<file path="src/design/irq_ctrl_pkg.sv">
package irq_ctrl_pkg;

   // ---------------------------------------------------------------
   // Register byte offsets on the Avalon-MM slave
   // ---------------------------------------------------------------
   localparam logic [5:0] reset_control_register_off   = 6'h00;
   localparam logic [5:0] main_irq_control_off         = 6'h04;
   localparam logic [5:0] peripheral_flag_reg_1_off    = 6'h08;
   localparam logic [5:0] peripheral_enable_reg_1_off  = 6'h0c;
   localparam logic [5:0] peripheral_priority_reg_1_off = 6'h10;
   localparam logic [5:0] peripheral_irq_enable_2_off  = 6'h14;
   localparam logic [5:0] peripheral_flag_reg_2_off    = 6'h18;
   localparam logic [5:0] peripheral_priority_reg_2_off = 6'h1c;
   localparam logic [5:0] irq_event_status_off         = 6'h20;
   localparam logic [5:0] irq_event_mask_off           = 6'h24;
   localparam logic [5:0] service_state_off            = 6'h28;

   // ---------------------------------------------------------------
   // Field positions
   // ---------------------------------------------------------------
   localparam int priority_mode_enable_bit     = 7;
   localparam int high_level_global_enable_bit = 7;
   localparam int low_level_global_enable_bit  = 6;
   localparam int single_global_enable_bit     = 7;
   localparam int peripheral_group_enable_bit  = 6;
   localparam int osc_fail_irq_enable_bit      = 7;
   localparam int bus_collision_irq_enable_bit = 3;
   localparam int voltage_detect_irq_enable_bit = 2;
   localparam int timer_three_overflow_enable_bit = 1;
   localparam int timer_three_gate_enable_bit  = 0;
   localparam int ev_accept_high_bit           = 0;
   localparam int ev_accept_low_bit            = 1;
   localparam int ev_return_bit                = 2;

   // Writable bits of the second peripheral enable, main control, reset control and event mask registers
   localparam logic [7:0] peripheral_irq_enable_2_wmask = 8'h8f;
   localparam logic [7:0] main_irq_control_wmask        = 8'hc0;
   localparam logic [7:0] reset_control_register_wmask  = 8'h80;
   localparam logic [2:0] irq_event_wmask               = 3'h7;

   // ---------------------------------------------------------------
   // Reset values
   // ---------------------------------------------------------------
   localparam logic [7:0] reg8_reset_value   = 8'h00;
   localparam logic [2:0] irq_event_reset    = 3'h0;

   // ---------------------------------------------------------------
   // Vectors and timing
   // ---------------------------------------------------------------
   localparam logic [15:0] high_vector_addr = 16'h0008;
   localparam logic [15:0] low_vector_addr  = 16'h0018;
   localparam int mclk_period_ns       = 40;
   localparam int clocks_per_tcy       = 4;
   localparam int entry_latency_tcy    = 3;

   typedef enum logic [1:0] {
      svc_idle = 2'b00,
      svc_low  = 2'b01,
      svc_high = 2'b10,
      svc_both = 2'b11
   } svc_state_t;

   // Vectoring command to the core sequencer
   typedef struct packed {
      logic        push_return;
      logic        load_pc;
      logic [15:0] vector;
   } core_entry_t;

endpackage

</file>
<file path="src/design/irq_entry_pipe.sv">
`timescale 1ns/100ps
module irq_entry_pipe
   import irq_ctrl_pkg::*;
#(
   parameter int STAGES = entry_latency_tcy
) (
   input  wire logic        mclk,
   input  wire logic        rst,
   input  wire logic        tcy_en,
   input  wire logic        start,
   input  wire logic [15:0] vector_in,
   output logic             busy,
   output core_entry_t      entry
);

   // ------------------------------------------------------------
   // Holds an accepted request for STAGES instruction cycles
   // ------------------------------------------------------------
   logic [3:0]  remain;
   logic [3:0]  next_remain;
   logic [15:0] vector_q;
   logic [15:0] next_vector_q;
   logic        fire;
   logic        next_fire;

   always_comb begin
      next_remain   = remain;
      next_vector_q = vector_q;
      next_fire     = 1'b0;
      if (start) begin
         next_remain   = 4'(STAGES);
         next_vector_q = vector_in;
      end else if (tcy_en && remain != 4'h0) begin
         next_remain = remain - 4'h1;
         if (remain == 4'h1) begin
            next_fire = 1'b1;
         end
      end
   end

   always_ff @(posedge mclk or posedge rst) begin
      if (rst) begin
         remain   <= 4'h0;
         vector_q <= 16'h0000;
         fire     <= 1'b0;
      end else begin
         remain   <= next_remain;
         vector_q <= next_vector_q;
         fire     <= next_fire;
      end
   end

   assign busy              = (remain != 4'h0) || fire;
   assign entry.push_return = fire;
   assign entry.load_pc     = fire;
   assign entry.vector      = vector_q;

endmodule

</file>
<file path="src/design/tcy_enable_gen.sv">
`timescale 1ns/100ps
module tcy_enable_gen
   import irq_ctrl_pkg::*;
#(
   parameter int DIVIDE = clocks_per_tcy
) (
   input  wire logic mclk,
   input  wire logic rst,
   output logic      tcy_en
);

   // ------------------------------------------------------------
   // Instruction cycle enable, one mclk pulse every DIVIDE clocks
   // ------------------------------------------------------------
   logic [7:0] count;
   logic [7:0] next_count;

   always_comb begin
      if (count == 8'(DIVIDE - 1)) begin
         next_count = 8'h00;
      end else begin
         next_count = count + 8'h01;
      end
   end

   always_ff @(posedge mclk or posedge rst) begin
      if (rst) begin
         count <= 8'h00;
      end else begin
         count <= next_count;
      end
   end

   assign tcy_en = (count == 8'(DIVIDE - 1));

endmodule

</file>
<file path="src/design/two_level_interrupt_controller.sv">
// Behaviour
// (RULE1) High requests vector to 0008h, low requests vector to 0018h.
// (RULE2) A high request may pre-empt a low service routine in progress.
// (RULE3) Each source has a flag, an enable and a priority select bit.
// (RULE4) Two-level priority works only while priority mode enable is set.
// (RULE5) In priority mode the high global enable gates priority-set sources.
// (RULE6) In priority mode the low global enable gates priority-clear sources.
// (RULE7) Flag, enable and matching global enable set vector to chosen address.
// (RULE8) Priority mode enable clear by default gives compatibility mode, priority ignored.
// (RULE9) Compatibility: bit 6 gates peripherals, bit 7 gates all sources.
// (RULE10) Compatibility mode sends every accepted request to 0008h.
// (RULE11) Acceptance clears the governing global enable for that level.
// (RULE12) No low request is accepted while high service is in progress.
// (RULE13) Acceptance pushes return address and loads PC with the vector.
// (RULE14) Software clears pending flags before re-enabling interrupts.
// (RULE15) Return from interrupt leaves service and sets the cleared enable.
// (RULE16) External event to vectoring takes three to four instruction cycles.
// (RULE17) Flags set on every event regardless of enables.
// (RULE18) Second enable register: bit7, three zero bits, then bits 3 to 0.
// (RULE19) Pending is flag AND enable, then gated by group and global enables.
`timescale 1ns/100ps
module two_level_interrupt_controller
   import irq_ctrl_pkg::*;
#(
   parameter int         NUM_SRC       = 8,
   parameter logic [7:0] PERIPH_MASK_1 = 8'hf0,
   parameter int         TCY_DIVIDE    = clocks_per_tcy,
   parameter int         ENTRY_STAGES  = entry_latency_tcy
) (
   input  wire logic         mclk,
   input  wire logic         rst,
   input  wire logic [5:0]   address,
   input  wire logic         read,
   input  wire logic         write,
   input  wire logic [31:0]  writedata,
   input  wire logic [3:0]   byteenable,
   output logic [31:0]       readdata,
   output logic              waitrequest,
   input  wire logic [7:0]   src_event_1,
   input  wire logic [7:0]   src_event_2,
   input  wire logic         return_from_irq_instr,
   output core_entry_t       core_entry,
   output logic              irq
);

   // ---------------------------------------------------------------
   // Registers
   // ---------------------------------------------------------------
   logic [7:0] reset_control_register;
   logic [7:0] main_irq_control;
   logic [7:0] peripheral_flag_reg_1;
   logic [7:0] peripheral_enable_reg_1;
   logic [7:0] peripheral_priority_reg_1;
   logic [7:0] peripheral_irq_enable_2;
   logic [7:0] peripheral_flag_reg_2;
   logic [7:0] peripheral_priority_reg_2;
   logic [2:0] irq_event_status;
   logic [2:0] irq_event_mask;
   svc_state_t svc;

   logic [7:0] next_reset_control_register;
   logic [7:0] next_main_irq_control;
   logic [7:0] next_peripheral_flag_reg_1;
   logic [7:0] next_peripheral_enable_reg_1;
   logic [7:0] next_peripheral_priority_reg_1;
   logic [7:0] next_peripheral_irq_enable_2;
   logic [7:0] next_peripheral_flag_reg_2;
   logic [7:0] next_peripheral_priority_reg_2;
   logic [2:0] next_irq_event_status;
   logic [2:0] next_irq_event_mask;
   svc_state_t next_svc;

   logic        ack;
   logic        next_ack;
   logic [31:0] rdata_q;
   logic [31:0] next_rdata_q;

   // ---------------------------------------------------------------
   // Bus slave: one wait state, write commits on the acknowledged edge
   // ---------------------------------------------------------------
   logic wr_go;
   logic rd_go;
   logic lane0;
   logic [7:0] wbyte;

   assign waitrequest = (read || write) && !ack;
   assign wr_go       = write && ack;
   assign rd_go       = read && ack;
   assign lane0       = byteenable[0];
   assign wbyte       = writedata[7:0];
   assign readdata    = rdata_q;

   always_comb begin
      next_ack     = (read || write) && !ack;
      next_rdata_q = rdata_q;
      if (read && !ack) begin
         if (address == reset_control_register_off) begin
            next_rdata_q = {24'h000000, reset_control_register};
         end else if (address == main_irq_control_off) begin
            next_rdata_q = {24'h000000, main_irq_control};
         end else if (address == peripheral_flag_reg_1_off) begin
            next_rdata_q = {24'h000000, peripheral_flag_reg_1};
         end else if (address == peripheral_enable_reg_1_off) begin
            next_rdata_q = {24'h000000, peripheral_enable_reg_1};
         end else if (address == peripheral_priority_reg_1_off) begin
            next_rdata_q = {24'h000000, peripheral_priority_reg_1};
         end else if (address == peripheral_irq_enable_2_off) begin
            next_rdata_q = {24'h000000, peripheral_irq_enable_2 & peripheral_irq_enable_2_wmask}; // RULE18
         end else if (address == peripheral_flag_reg_2_off) begin
            next_rdata_q = {24'h000000, peripheral_flag_reg_2};
         end else if (address == peripheral_priority_reg_2_off) begin
            next_rdata_q = {24'h000000, peripheral_priority_reg_2};
         end else if (address == irq_event_status_off) begin
            next_rdata_q = {29'h00000000, irq_event_status};
         end else if (address == irq_event_mask_off) begin
            next_rdata_q = {29'h00000000, irq_event_mask};
         end else if (address == service_state_off) begin
            next_rdata_q = {30'h00000000, svc};
         end else begin
            next_rdata_q = 32'h00000000;
         end
      end
   end

   // ---------------------------------------------------------------
   // Request qualification
   // ---------------------------------------------------------------
   logic        tcy_en;
   logic        pipe_busy;
   logic [15:0] pend_1;
   logic [15:0] pend_all;
   logic [15:0] prio_all;
   logic [15:0] periph_all;
   logic        prio_mode;
   logic        gate_hi;
   logic        gate_lo;
   logic        high_req;
   logic        low_req;
   logic        compat_req;
   logic        accept_high;
   logic        accept_low;
   logic        accept_any;
   logic [15:0] accept_vector;
   logic        in_high;

   assign pend_1     = {8'h00, peripheral_flag_reg_1 & peripheral_enable_reg_1}; // RULE19
   assign pend_all   = {peripheral_flag_reg_2 & peripheral_irq_enable_2 & peripheral_irq_enable_2_wmask,
                        pend_1[7:0]}; // RULE19 RULE3
   assign prio_all   = {peripheral_priority_reg_2 & peripheral_irq_enable_2_wmask,
                        peripheral_priority_reg_1}; // RULE3
   assign periph_all = {8'hff, PERIPH_MASK_1};
   assign prio_mode  = reset_control_register[priority_mode_enable_bit]; // RULE4 RULE8
   assign gate_hi    = main_irq_control[high_level_global_enable_bit];
   assign gate_lo    = main_irq_control[low_level_global_enable_bit];
   assign in_high    = (svc == svc_high) || (svc == svc_both);

   // Priority bits take effect only in priority mode
   assign high_req   = prio_mode && gate_hi && |(pend_all & prio_all); // RULE5 RULE7
   assign low_req    = prio_mode && gate_lo && !in_high && |(pend_all & ~prio_all); // RULE6 RULE7 RULE12
   assign compat_req = !prio_mode && main_irq_control[single_global_enable_bit]
                       && |(pend_all & (~periph_all | {16{main_irq_control[peripheral_group_enable_bit]}})); // RULE9 RULE8

   // Decisions are taken on instruction cycle boundaries, one entry at a time
   assign accept_high = tcy_en && !pipe_busy && (high_req || compat_req); // RULE2
   assign accept_low  = tcy_en && !pipe_busy && !high_req && !compat_req && low_req;
   assign accept_any  = accept_high || accept_low;
   assign accept_vector = (accept_low && prio_mode) ? low_vector_addr : high_vector_addr; // RULE1 RULE10

   // ---------------------------------------------------------------
   // Register and service state update
   // ---------------------------------------------------------------
   logic ret_go;

   assign ret_go = return_from_irq_instr && (svc != svc_idle);

   always_comb begin
      next_reset_control_register    = reset_control_register;
      next_main_irq_control          = main_irq_control;
      next_peripheral_flag_reg_1     = peripheral_flag_reg_1;
      next_peripheral_enable_reg_1   = peripheral_enable_reg_1;
      next_peripheral_priority_reg_1 = peripheral_priority_reg_1;
      next_peripheral_irq_enable_2   = peripheral_irq_enable_2;
      next_peripheral_flag_reg_2     = peripheral_flag_reg_2;
      next_peripheral_priority_reg_2 = peripheral_priority_reg_2;
      next_irq_event_mask            = irq_event_mask;
      next_irq_event_status          = irq_event_status;
      next_svc                       = svc;

      if (wr_go && lane0) begin
         if (address == reset_control_register_off) begin
            next_reset_control_register = wbyte & reset_control_register_wmask;
         end else if (address == main_irq_control_off) begin
            next_main_irq_control = wbyte & main_irq_control_wmask;
         end else if (address == peripheral_flag_reg_1_off) begin
            next_peripheral_flag_reg_1 = wbyte;
         end else if (address == peripheral_enable_reg_1_off) begin
            next_peripheral_enable_reg_1 = wbyte;
         end else if (address == peripheral_priority_reg_1_off) begin
            next_peripheral_priority_reg_1 = wbyte;
         end else if (address == peripheral_irq_enable_2_off) begin
            next_peripheral_irq_enable_2 = wbyte & peripheral_irq_enable_2_wmask; // RULE18
         end else if (address == peripheral_flag_reg_2_off) begin
            next_peripheral_flag_reg_2 = wbyte & peripheral_irq_enable_2_wmask;
         end else if (address == peripheral_priority_reg_2_off) begin
            next_peripheral_priority_reg_2 = wbyte & peripheral_irq_enable_2_wmask;
         end else if (address == irq_event_mask_off) begin
            next_irq_event_mask = wbyte[2:0] & irq_event_wmask;
         end
      end

      // Events set flags after any software write, so a set wins
      next_peripheral_flag_reg_1 = next_peripheral_flag_reg_1 | src_event_1; // RULE17
      next_peripheral_flag_reg_2 = next_peripheral_flag_reg_2 | (src_event_2 & peripheral_irq_enable_2_wmask); // RULE17

      // Return restores the enable of the level being left
      if (ret_go) begin
         if (!prio_mode) begin
            next_main_irq_control[single_global_enable_bit] = 1'b1; // RULE15
            next_svc = svc_idle;
         end else if (in_high) begin
            next_main_irq_control[high_level_global_enable_bit] = 1'b1; // RULE15
            next_svc = (svc == svc_both) ? svc_low : svc_idle;
         end else begin
            next_main_irq_control[low_level_global_enable_bit] = 1'b1; // RULE15
            next_svc = svc_idle;
         end
      end

      // Entry clears the enable that governed the accepted request
      if (accept_high) begin
         if (prio_mode) begin
            next_main_irq_control[high_level_global_enable_bit] = 1'b0; // RULE11
         end else begin
            next_main_irq_control[single_global_enable_bit] = 1'b0; // RULE11
         end
         next_svc = (next_svc == svc_low) ? svc_both : svc_high; // RULE2
      end else if (accept_low) begin
         next_main_irq_control[low_level_global_enable_bit] = 1'b0; // RULE11
         next_svc = svc_low;
      end

      // Sticky status: read clears, a new event in that cycle wins
      if (rd_go && address == irq_event_status_off) begin
         next_irq_event_status = irq_event_reset;
      end
      next_irq_event_status[ev_accept_high_bit] = next_irq_event_status[ev_accept_high_bit] | accept_high;
      next_irq_event_status[ev_accept_low_bit]  = next_irq_event_status[ev_accept_low_bit] | accept_low;
      next_irq_event_status[ev_return_bit]      = next_irq_event_status[ev_return_bit] | ret_go;
   end

   always_ff @(posedge mclk or posedge rst) begin
      if (rst) begin
         reset_control_register    <= reg8_reset_value;
         main_irq_control          <= reg8_reset_value;
         peripheral_flag_reg_1     <= reg8_reset_value;
         peripheral_enable_reg_1   <= reg8_reset_value;
         peripheral_priority_reg_1 <= reg8_reset_value;
         peripheral_irq_enable_2   <= reg8_reset_value;
         peripheral_flag_reg_2     <= reg8_reset_value;
         peripheral_priority_reg_2 <= reg8_reset_value;
         irq_event_status          <= irq_event_reset;
         irq_event_mask            <= irq_event_reset;
         svc                       <= svc_idle;
         ack                       <= 1'b0;
         rdata_q                   <= 32'h00000000;
      end else begin
         reset_control_register    <= next_reset_control_register;
         main_irq_control          <= next_main_irq_control;
         peripheral_flag_reg_1     <= next_peripheral_flag_reg_1;
         peripheral_enable_reg_1   <= next_peripheral_enable_reg_1;
         peripheral_priority_reg_1 <= next_peripheral_priority_reg_1;
         peripheral_irq_enable_2   <= next_peripheral_irq_enable_2;
         peripheral_flag_reg_2     <= next_peripheral_flag_reg_2;
         peripheral_priority_reg_2 <= next_peripheral_priority_reg_2;
         irq_event_status          <= next_irq_event_status;
         irq_event_mask            <= next_irq_event_mask;
         svc                       <= next_svc;
         ack                       <= next_ack;
         rdata_q                   <= next_rdata_q;
      end
   end

   assign irq = |(irq_event_status & irq_event_mask);

   // ---------------------------------------------------------------
   // Instruction clock and entry sequencing
   // ---------------------------------------------------------------
   tcy_enable_gen #(
      .DIVIDE (TCY_DIVIDE)
   ) u_tcy (
      .mclk   (mclk),
      .rst    (rst),
      .tcy_en (tcy_en)
   );

   // Fixed pipeline makes latency independent of instruction length
   irq_entry_pipe #(
      .STAGES    (ENTRY_STAGES)
   ) u_entry (
      .mclk      (mclk),
      .rst       (rst),
      .tcy_en    (tcy_en),
      .start     (accept_any), // RULE16
      .vector_in (accept_vector),
      .busy      (pipe_busy),
      .entry     (core_entry) // RULE13
   );

endmodule

</file>
<file path="config.mk">
export PLATFORM = sky130hd
export DESIGN_NAME = two_level_interrupt_controller
export DESIGN_NICKNAME = d
export VERILOG_FILES = /design/src/design/irq_ctrl_pkg.sv /design/src/design/irq_entry_pipe.sv /design/src/design/tcy_enable_gen.sv /design/src/design/two_level_interrupt_controller.sv
export SDC_FILE = /design/constraint.sdc
export NUM_CORES = 1
export LEC_CHECK = 0
export BUFFER_PORTS_ARGS = -buffer_cell sky130_fd_sc_hd__clkbuf_2
export CAP_MARGIN = 15
export CELL_PAD_IN_SITES_DETAIL_PLACEMENT = 1
export CELL_PAD_IN_SITES_GLOBAL_PLACEMENT = 1
export CORE_MARGIN = 5
export CORE_UTILIZATION = 36
export CTS_CLUSTER_SIZE = 25
export DETAILED_ROUTE_END_ITERATION = 8
export PLACE_DENSITY = 0.83
export SETUP_SLACK_MARGIN = 0.02
export SYNTH_ARGS = -nofsm -noshare
export SYNTH_HDL_FRONTEND = slang
export SYNTH_SLANG_ARGS = --single-unit
</file>
<file path="constraint.sdc">
create_clock -name mclk -period 2 [get_ports mclk]
set_input_delay 0.2 -clock mclk [delete_from_list [all_inputs] [get_ports mclk]]
set_output_delay 0.2 -clock mclk [all_outputs]
set_load 0.03 [all_outputs]
</file>
==> results of run 1 <==
==> critical path, stage by stage, from the launching register on <==
cell and delay, ns:
dfrtp_1 0.39, or4_4 0.55, nor3_4 0.13, or3b_4 0.43, a211o_4 0.33, a2bb2oi_2 0.14
==> metal layers <==
metal	GRT usage [%]	part of all wire, %
met1	25.52	43
met2	29.25	46
met3	3.629	7.5
met4	9.391	3.5
met5	0	0
==> flip-flops by register name, summed over array words and instances (netlist names) <==
register,flops
peripheral_priority_reg_1,8
irq_event_mask,3
irq_event_status,3
peripheral_flag_reg_2,5
svc,2
main_irq_control,2
ack,1
u_entry.vector_q,2
reset_control_register,1
u_entry.remain,4
peripheral_flag_reg_1,8
peripheral_irq_enable_2,5
u_entry.fire,1
peripheral_enable_reg_1,8
u_tcy.count,8
readdata,8
peripheral_priority_reg_2,5
==> power groups by stage <==
stage | logic, mW | registers (mW) | clock network [mW]
finish | 0.755 | 1.74 | 1.77
global route | 0.824 | 1.75 | 1.87
CTS | 0.739 | 1.74 | 1.80
detailed placement | 0.731 | 1.76 | 0
global placement | 0.694 | 1.75 | 0
floorplan | 0.494 | 1.78 | 0
==> cells by family (layout without fill, tap and decap cells) <==
| logic type | Yosys count | in the layout |
|---|---|---|
| mux | 41 | 41 |
| other cells | 1 | 38 |
| simple gates | 166 | 166 |
| compound gates | 79 | 79 |
| flops | 74 | 74 |
| xor+xnor | 7 | 7 |
| buf+inv | 59 | 113 |
| fa+ha+maj | 4 | 4 |
==> final cells by class <==
class,instances,area share (%)
Inverter,6,0.5124
Tap cell,143,3.490
Clock inverter,7,2.001
Clock buffer,9,4.392
Multi-Input combinational cell,335,42.12
Sequential cell,74,36.12
Timing Repair Buffer,91,11.37
==> path summary, 6_finish.rpt <==
path | start | to
min | src_event_1[1] | peripheral_flag_reg_1[1]
max reg2reg | u_tcy.count[7] | main_irq_control[6]
max in group asynchronous | rst | peripheral_enable_reg_1[1]
min in group asynchronous | rst | irq_event_mask[1]
max | u_tcy.count[7] | main_irq_control[6]
min reg2reg | u_tcy.count[0] | u_tcy.count[0]
==> layout by cell type (no fill, tap or decap), types with 2 or more instances in the layout <==
cell type	instances
ha_1	4
a21oi_1	14
a221oi_1	2
nand3b_1	11
o21ai_0	15
o2bb2ai_1	2
xnor2_1	6
nand2b_1	6
mux2_2	36
clkinv_4	3
dfrtp_1	74
a21oi_2	2
nor4_1	2
mux2i_1	5
a211o_1	7
clkinvlp_4	2
clkbuf_16	9
nor2_1	24
clkbuf_2	46
nor2b_1	10
and3_1	4
nand2_1	57
a22oi_1	6
a32o_1	3
bufinv_16	2
nor3_4	2
conb_1	38
o22ai_1	6
o211ai_1	4
a222oi_1	3
nand3_1	23
nand4_1	9
a31oi_1	7
inv_1	5
nor3_1	3
buf_4	43
nand4b_1	2
==> repair_timing <==
item                                   in CTS  in global routing
pin swaps                                   4                  4
hold buffers                                1                  0
setup endpoints to repair                  10                 15
endpoints found under the hold margin      24                  0
buffers inserted                            3                  3
resized for setup                           3                  3
==> run metrics, run 1 <==
outcome complete, but fails checks; violated checks setup timing; multi-input logic area 0.002160 mm2; sw frac 30.10%; worst endpoint required time 2.23 ns; final hold violations 0; Initial Util 36.77%; leakage power 2.346 nW; row cnt 39; Area growth, synth to finish 21.60%; syn avg cell area 9.783 um2; layout cells sized above 1 30.46%; largest family of logic cells by synthesized area simple AND/OR/NAND/NOR gates; DP Cell Count 642; largest area contributor in the netlist dfrtp_1; DRC 0; Post-Synth Simple-Gate Area 20.83%; CTS H-tree lvls 3; vias 3,680; dpl ws -0.1180 ns; non-filler instance count after layout 665; grt ovf 0; clk_skew 0.008955 ns; I/O pin total 115; fill cell total of the finished layout 1,348; GRT Util Overall 18.97%; Synth Register Bits 74; r2r setup slk -0.07 ns; fmax 0.4841 GHz; kind of critical path reg -> reg; insertion delay to the later sink of the worst-skew pair 0.34 ns; clock root cell clkbuf_16; internal power 2.983 mW; hold path cells 2; die extent in x 118.2 um; mux cell area share after synthesis 10.80%; final core utilization 44.71%; largest net degree at the start of global routing 51; Wirelength per Cell 20.03 um; number of synthesized flops with an enable pin 0; Clock Pin Slew Worst Setup and Hold Paths 0.07 ns; CTS tree built; post-synth top area share 43.92%; total chip power 4.268 mW; register area 0.001852 mm2; mapped cell area 0.004217 mm2; worst path arrival time 2.30 ns; I/O Buffers 46; most numerous cell in the Yosys netlist dfrtp_1; Pwr Density 832.3 mW/mm2; Synth area leaders dfrtp_1 (44%), mux2_2 (9.6%), buf_4 (7.1%), nand2_1 (5.1%), nand3_1 (2.7%); Worst VDD drop 0.3219 mV; startpoint types flip-flop; synth unique cells 53; Synth Area in XOR/XNOR 1.454%; max-capacitance violation count 0; HPWL after DPL 9.758 mm; Worst-Margin Slew 0.5987 ns; global-route wire length before repair 21.15 mm; ys flop type dfrtp_1; vias in the first global route 3,808; GPL Wtd Cong 0.9438; count of pins over their slew limit 0; combinational power share 17.7%; Slew headroom 60.00%; CTS sink count 74; ys async rst share 100.0%; worst-path fanout max 7; initial antenna violation count 0; Die Height 118.2 um; Pre-antenna DRT Iters 5; final setup violation count 5; Commonest cells post-synth dfrtp_1 (74), nand2_1 (57), buf_4 (40), mux2_2 (36), nor2_1 (25); clk buf depth 2; Die ar. 0.01398 mm2; Clk pwr share 41.6%; min Tclk post-route 2.066 ns; P_sw 1.285 mW; NumNets Final 584; Hold WC Path Type in -> reg; Syn Inst Count 431; dpl cell area 0.004716 mm2; DR iter-0 viols 395; crit share post-route 103.3%; Post-Synth Adder-Cell Area 1.187%; worst hold slack 0.05307 ns; routed wire length 13.32 mm; fin worst setup slack -0.06559 ns; number of buffers created by CTS 9; Reg power frac 40.7%; ANT nets after route 0; core area 0.01147 mm2; Compound-Gate Fraction of Synth Area 12.88%; post-synthesis sequential area ratio 43.92%; element type at the critical path end flip-flop; final setup TNS -0.2828 ns; synth warn 0; worst reg2reg path depth 5; RSZ-0062 raised after global routing true; Design Area, Final 0.005127 mm2; vias per inst 5.534; n_diodes 0
Note: power is estimated with default switching activity, not from simulation.
==> run 2: changes to the inputs <==
- HOLD_SLACK_MARGIN: default -> 0.08
- PLACE_DENSITY: 0.83 -> default
- PLACE_DENSITY_LB_ADDON: default -> 0.08
- SLEW_MARGIN: default -> 20
==> run 2 against run 1 <==
Net effect:
- non-clock buffer count grew 13
- clock power shrank 19%
- largest power group is now sequential cells
- the flow still finishes with violations (setup timing)
- clock skew shrank 0.0025 ns
- fmax shrank 0.19%
- cell count grew 1.8%
- global-route usage is essentially flat
==> run metrics, run 2 (synthesized netlist as in run 1, its figures left out) <==
final hold violations 0 (unchanged); clock root cell clkbuf_16 (unchanged); Clock Pin Slew Worst Setup and Hold Paths 0.06 ns (was 0.07 ns); number of buffers created by CTS 9 (unchanged); fin worst setup slack -0.06960 ns (was -0.06559 ns); Pre-antenna DRT Iters 4 (was 5); startpoint types flip-flop (unchanged); hold path cells 2 (unchanged); clk_skew 0.006427 ns (was 0.008955 ns); worst path arrival time 2.29 ns (was 2.30 ns); GRT Util Overall 18.93% (was 18.97%); core area 0.01147 mm2 (unchanged); Slew headroom 62.41% (was 60.00%); Hold WC Path Type in -> reg (unchanged); die extent in x 118.2 um (unchanged); largest net degree at the start of global routing 75 (was 51); initial antenna violation count 0 (unchanged); grt ovf 0 (unchanged); commonest non-fill, non-tap cell in the layout dfrtp_1 (unchanged); I/O Buffers 46 (unchanged); CTS H-tree lvls 3 (unchanged); routed wire length 13.06 mm (was 13.32 mm); n_diodes 0 (unchanged); CTS sink count 74 (unchanged); I/O pin total 115 (unchanged); DR iter-0 viols 209 (was 395); row cnt 39 (unchanged); final setup violation count 4 (was 5); crit share post-route 103.5% (was 103.3%); GPL Wtd Cong 0.8726 (was 0.9438); CTS tree built (unchanged); leakage power 2.383 nW (was 2.346 nW); fill cell total of the finished layout 1,335 (was 1,348); Die Height 118.2 um (unchanged); global-route wire length before repair 20.80 mm (was 21.15 mm); kind of critical path reg -> reg (unchanged); DRC 0 (unchanged); insertion delay to the later sink of the worst-skew pair 0.34 ns (about the same); Worst-Margin Slew 0.5626 ns (was 0.5987 ns); vias 3,653 (was 3,680); layout cells sized above 1 28.84% (was 30.46%); commonest non-fill, non-tap cells in the layout dfrtp_1 (74), nand2_1 (56), clkbuf_2 (46) (was dfrtp_1 (74), nand2_1 (57), clkbuf_2 (46)); worst reg2reg path depth 5 (unchanged); ANT nets after route 0 (unchanged); final core utilization 45.41% (was 44.71%); Area growth, synth to finish 23.50% (was 21.60%); min Tclk post-route 2.070 ns (was 2.066 ns); worst endpoint required time 2.22 ns (was 2.23 ns); count of pins over their slew limit 0 (unchanged); vias in the first global route 3,717 (was 3,808); clk buf depth 2 (unchanged); final setup TNS -0.1895 ns (was -0.2828 ns); Initial Util 36.77% (unchanged); NumNets Final 597 (was 584); non-filler instance count after layout 677 (was 665); Pwr Density 753.6 mW/mm2 (was 832.3 mW/mm2); violated checks setup timing (unchanged); DP Cell Count 646 (was 642); HPWL after DPL 9.686 mm (was 9.758 mm); RSZ-0062 raised after global routing true (unchanged); Wirelength per Cell 19.29 um (was 20.03 um); Die ar. 0.01398 mm2 (unchanged); Worst VDD drop 0.3168 mV (was 0.3219 mV); worst hold slack 0.08472 ns (was 0.05307 ns); fmax 0.4832 GHz (was 0.4841 GHz); vias per inst 5.396 (was 5.534); element type at the critical path end flip-flop (unchanged); outcome complete, but fails checks (unchanged); total chip power 3.924 mW (was 4.268 mW); worst-path fanout max 7 (unchanged); max-capacitance violation count 0 (unchanged)
run 2: critical path, stage by stage, from the launching register on:
cell and delay (ns):
dfrtp_1 0.39, or4_4 0.55, nor3_4 0.13, or3b_4 0.43
a211o_4 0.32, a2bb2oi_2 0.14
run 2: metrics by stage:
stage,setup WS [ns],cell area [um2]
6_report,-0.06960,5207
5_1_grt,-0.1088,5207
4_1_cts,-0.1058,5206
3_5_place_dp,-0.1076,4783
3_3_place_gp,-0.09150,4783
2_1_floorplan,-0.1659,4359
run 2: worst paths after layout:
check | from | endpoint | slack, ns
worst max-delay path | u_tcy.count[4] | main_irq_control[6] | -0.07
worst min-delay path | src_event_1[6] | peripheral_flag_reg_1[6] | 0.08
max in group asynchronous | rst | peripheral_priority_reg_2[2] | 1.16
min in group asynchronous | rst | ack | 0.49
worst min register to register | u_tcy.count[0] | u_tcy.count[0] | 0.48
worst max register to register | u_tcy.count[4] | main_irq_control[6] | -0.07
run 2: area by class of cell:
cell class / count / area, um2 / share of cell area [%]
Inverter: 6 / 26.28 / 0.5046
Tap cell: 143 / 178.9 / 3.436
Clock buffer: 12 / 236.5 / 4.541
Sequential cell: 74 / 1852 / 35.56
Timing Repair Buffer: 104 / 748.2 / 14.37
Multi-Input combinational cell: 335 / 2148 / 41.25
Clock inverter: 3 / 17.52 / 0.3364
run 2: where the power goes:
| part | internal (mW) | switching [mW] | leakage, nW |
|---|---|---|---|
| clock | 0.829 | 0.602 | 0.122 |
| combinational | 0.276 | 0.486 | 1.34 |
| sequential | 1.62 | 0.111 | 0.920 |
run 2: layer usage:
layer  track usage (%)  part of all wire [%]  vias up  routed length (um)
met2             28.48                    44      127                5750
met5                 0                     0        -                   0
met4             7.527                   2.3        0                 305
met1             26.88                    47     1824                6183
li1                  -                     -     1681                   -
met3             3.534                   6.3       21                 817
run 2: what timing repair did:
| action | 4_1_cts | 5_1_grt |
|---|---|---|
| gates resized for setup | 2 | 1 |
| pin swaps | 4 | 3 |
| buffers inserted | 5 | 1 |
| endpoints found under the setup margin | 10 | 11 |
| hold buffers | 13 | 0 |
| cloned | 0 | 0 |
| endpoints found under the hold margin | 86 | 0 |
==> run 3: changes to the inputs <==
- BUFFER_PORTS_ARGS: -buffer_cell sky130_fd_sc_hd__clkbuf_2 -> -buffer_cell sky130_fd_sc_hd__buf_2
- SETUP_SLACK_MARGIN: 0.02 -> 0.2
==> run 3 against run 2 <==
Net effect:
- the flow still finishes with violations (setup timing)
- clock power is 18% higher
- worst setup slack better by 0.0092 ns
- cell count is 0.30% lower
- combinational power is 0.5% lower
- fmax is 0.45% higher
- clock-buffer cell count stayed put
- sequential cell count stayed put
- total power is 6.3% higher
- largest power group unchanged
==> run metrics, run 3 (synthesized netlist as in run 1, its figures left out) <==
Slew headroom 66.22% (was 62.41%); startpoint types flip-flop (unchanged); Design Area, Final 0.005260 mm2 (was 0.005207 mm2); grt ovf 0 (unchanged); element type at the critical path end flip-flop (unchanged); min Tclk post-route 2.060 ns (was 2.070 ns); worst path arrival time 2.34 ns (was 2.29 ns); global-route wire length before repair 20.78 mm (was 20.80 mm); combinational power share 18.2% (was 19.4%); Reg power frac 41.4% (was 44.1%); final core utilization 45.87% (was 45.41%); worst reg2reg path depth 6 (was 5); crit share post-route 103.0% (was 103.5%); count of pins over their slew limit 0 (unchanged); GRT Util Overall 18.97% (was 18.93%); I/O pin total 115 (unchanged); Hold WC Path Type in -> reg (unchanged); worst-path fanout max 5 (was 7); hold wc startpoint writedata[5] (was src_event_1[6]); fmax 0.4853 GHz (was 0.4832 GHz); Initial Util 36.77% (unchanged); fin worst setup slack -0.06039 ns (was -0.06960 ns); I/O Buffers 46 (unchanged); number of buffers created by CTS 9 (unchanged); Area growth, synth to finish 24.75% (was 23.50%); clk buf depth 2 (unchanged); r2r setup slk -0.06 ns (was -0.07 ns); Clock Pin Slew Worst Setup and Hold Paths 0.06 ns (about the same); clock root cell clkbuf_16 (unchanged); hold path cells 3 (was 2); NumNets Final 594 (was 597); vias per inst 5.241 (was 5.396); DR iter-0 viols 201 (was 209); CTS sink count 74 (unchanged); max-capacitance violation count 0 (unchanged); Worst VDD drop 0.4484 mV (was 0.3168 mV); Clk pwr share 40.4% (was 36.5%); largest net degree at the start of global routing 75 (unchanged); commonest non-fill, non-tap cells in the layout dfrtp_1 (74), nand2_1 (57), buf_2 (46) (was dfrtp_1 (74), nand2_1 (56), clkbuf_2 (46)); core area 0.01147 mm2 (unchanged); critical-path cell list or4_4 -> nor3_4 -> or3b_4 -> buf_4 -> a211o_4 -> nand3_1 (was or4_4 -> nor3_4 -> or3b_4 -> a211o_4 -> a2bb2oi_2); routed wire length 13.13 mm (was 13.06 mm); Die Height 118.2 um (unchanged); fill cell total of the finished layout 1,310 (was 1,335); dpl cell area 0.004738 mm2 (was 0.004783 mm2); DRC 0 (unchanged); HPWL after DPL 9.699 mm (was 9.686 mm); CP delay by family, top simple AND/OR/NAND/NOR gates (unchanged); vias in the first global route 3,618 (was 3,717); Die ar. 0.01398 mm2 (unchanged); internal power 2.959 mW (was 2.725 mW); RSZ-0062 raised after global routing true (unchanged); worst endpoint required time 2.28 ns (was 2.22 ns); worst path bufs/invs 1 (was 0); final setup violation count 8 (was 4); final hold violations 0 (unchanged); Pwr Density 793.3 mW/mm2 (was 753.6 mW/mm2); non-filler instance count after layout 675 (was 677); gr busiest metal met2 (unchanged); CTS H-tree lvls 3 (unchanged); die extent in x 118.2 um (unchanged); Slowest-stage cell, CP or4_4 (unchanged); Wirelength per Cell 19.45 um (was 19.29 um); vias 3,538 (was 3,653); RR Endpoint u_entry.remain[0] (was main_irq_control[6]); initial antenna violation count 0 (unchanged); leakage power 2.399 nW (was 2.383 nW); CP peak stage delay 0.55 ns (about the same); CTS tree built (unchanged); M3 GR Usage 4.059% (was 3.534%); Pre-antenna DRT Iters 5 (was 4); sw frac 29.09% (was 30.56%); ANT nets after route 0 (unchanged); violated checks setup timing (unchanged); outcome complete, but fails checks (unchanged); GR Util met2 28.20% (was 28.48%); Worst-Margin Slew 0.5056 ns (was 0.5626 ns); kind of critical path reg -> reg (unchanged); P_sw 1.214 mW (was 1.199 mW); Hold EP peripheral_flag_reg_1[5] (was peripheral_flag_reg_1[6]); row cnt 39 (unchanged); total chip power 4.173 mW (was 3.924 mW); n_diodes 0 (unchanged); GPL Wtd Cong 0.8590 (was 0.8726); commonest non-fill, non-tap cell in the layout dfrtp_1 (unchanged); insertion delay to the later sink of the worst-skew pair 0.34 ns (about the same); reg2reg start u_tcy.count[4] (unchanged); clk_skew 0.007487 ns (was 0.006427 ns); layout cells sized above 1 29.51% (was 28.84%); worst hold slack 0.1138 ns (was 0.08472 ns); met1 Track Usage GR 26.89% (was 26.88%); DP Cell Count 641 (was 646)
-- run 3: changes by cell type in the layout (fill, tap and decap cells not counted), moves of 2 or more --
cell and delta:
clkbuf_2 -46, clkbuf_1 -3, buf_2 +46, buf_12 -2, clkbuf_8 +3, buf_4 -2
-- run 3: metrics by stage --
step	worst slack, ns	setup TNS [ns]
floorplan	-0.1659	-0.6465
global placement	-0.09297	-0.2165
detailed placement	-0.1234	-0.4199
CTS	-0.09533	-0.5955
global route	-0.1307	-1.010
finish	-0.06039	-0.3538
-- run 3: layout make-up --
type,instances,area [um2],area share (%)
clock inverter,4,48.80,0.9277
tap,143,178.9,3.402
sequential,74,1852,35.20
inverter,6,26.28,0.4995
timing repair buffer,101,703.2,13.37
clock buffer,12,266.5,5.067
multi-input combinational,335,2185,41.53
-- run 3: worst max path at each step --
stage	startpoint	endpoint	slack, ns	cells after the start
CTS	u_tcy.count[4]	main_irq_control[6]	-0.1	5
global placement	u_tcy.count[7]	main_irq_control[6]	-0.09	5
finish	u_tcy.count[4]	u_entry.remain[0]	-0.06	6
detailed placement	u_tcy.count[7]	main_irq_control[6]	-0.12	5
global route	u_tcy.count[4]	u_entry.vector_q[3]	-0.13	6
floorplan	u_tcy.count[5]	main_irq_control[6]	-0.17	5
-- run 3: what timing repair did --
item	4_1_cts	5_1_grt
setup buffers	3	1
hold buffers	14	0
pin swaps	6	4
endpoints found under the setup margin	15	15
endpoints found under the hold margin	87	0
gates resized for setup	4	3
-- run 3: tightest hold or removal path: cells and delay by family --
kind / cells / cell delay, ns
simple gates: 2 / 0.12
buf+inv: 1 / 0.10
-- run 3: power by group through the flow --
stage          logic, mW  registers (mW)  clock network, mW
2_1_floorplan      0.496            1.78                  0
3_3_place_gp       0.714            1.75                  0
3_5_place_dp       0.735            1.75                  0
4_1_cts            0.763            1.73               1.73
5_1_grt            0.833            1.74               1.80
6_report           0.758            1.73               1.69
-- run 3: per-layer routing --
layer  vias to the layer above  part of all wire [%]
li1                       1666                     -
met1                      1742                    47
met2                       110                    45
met3                        20                   6.3
met4                         0                   2.2
met5                         -                     0
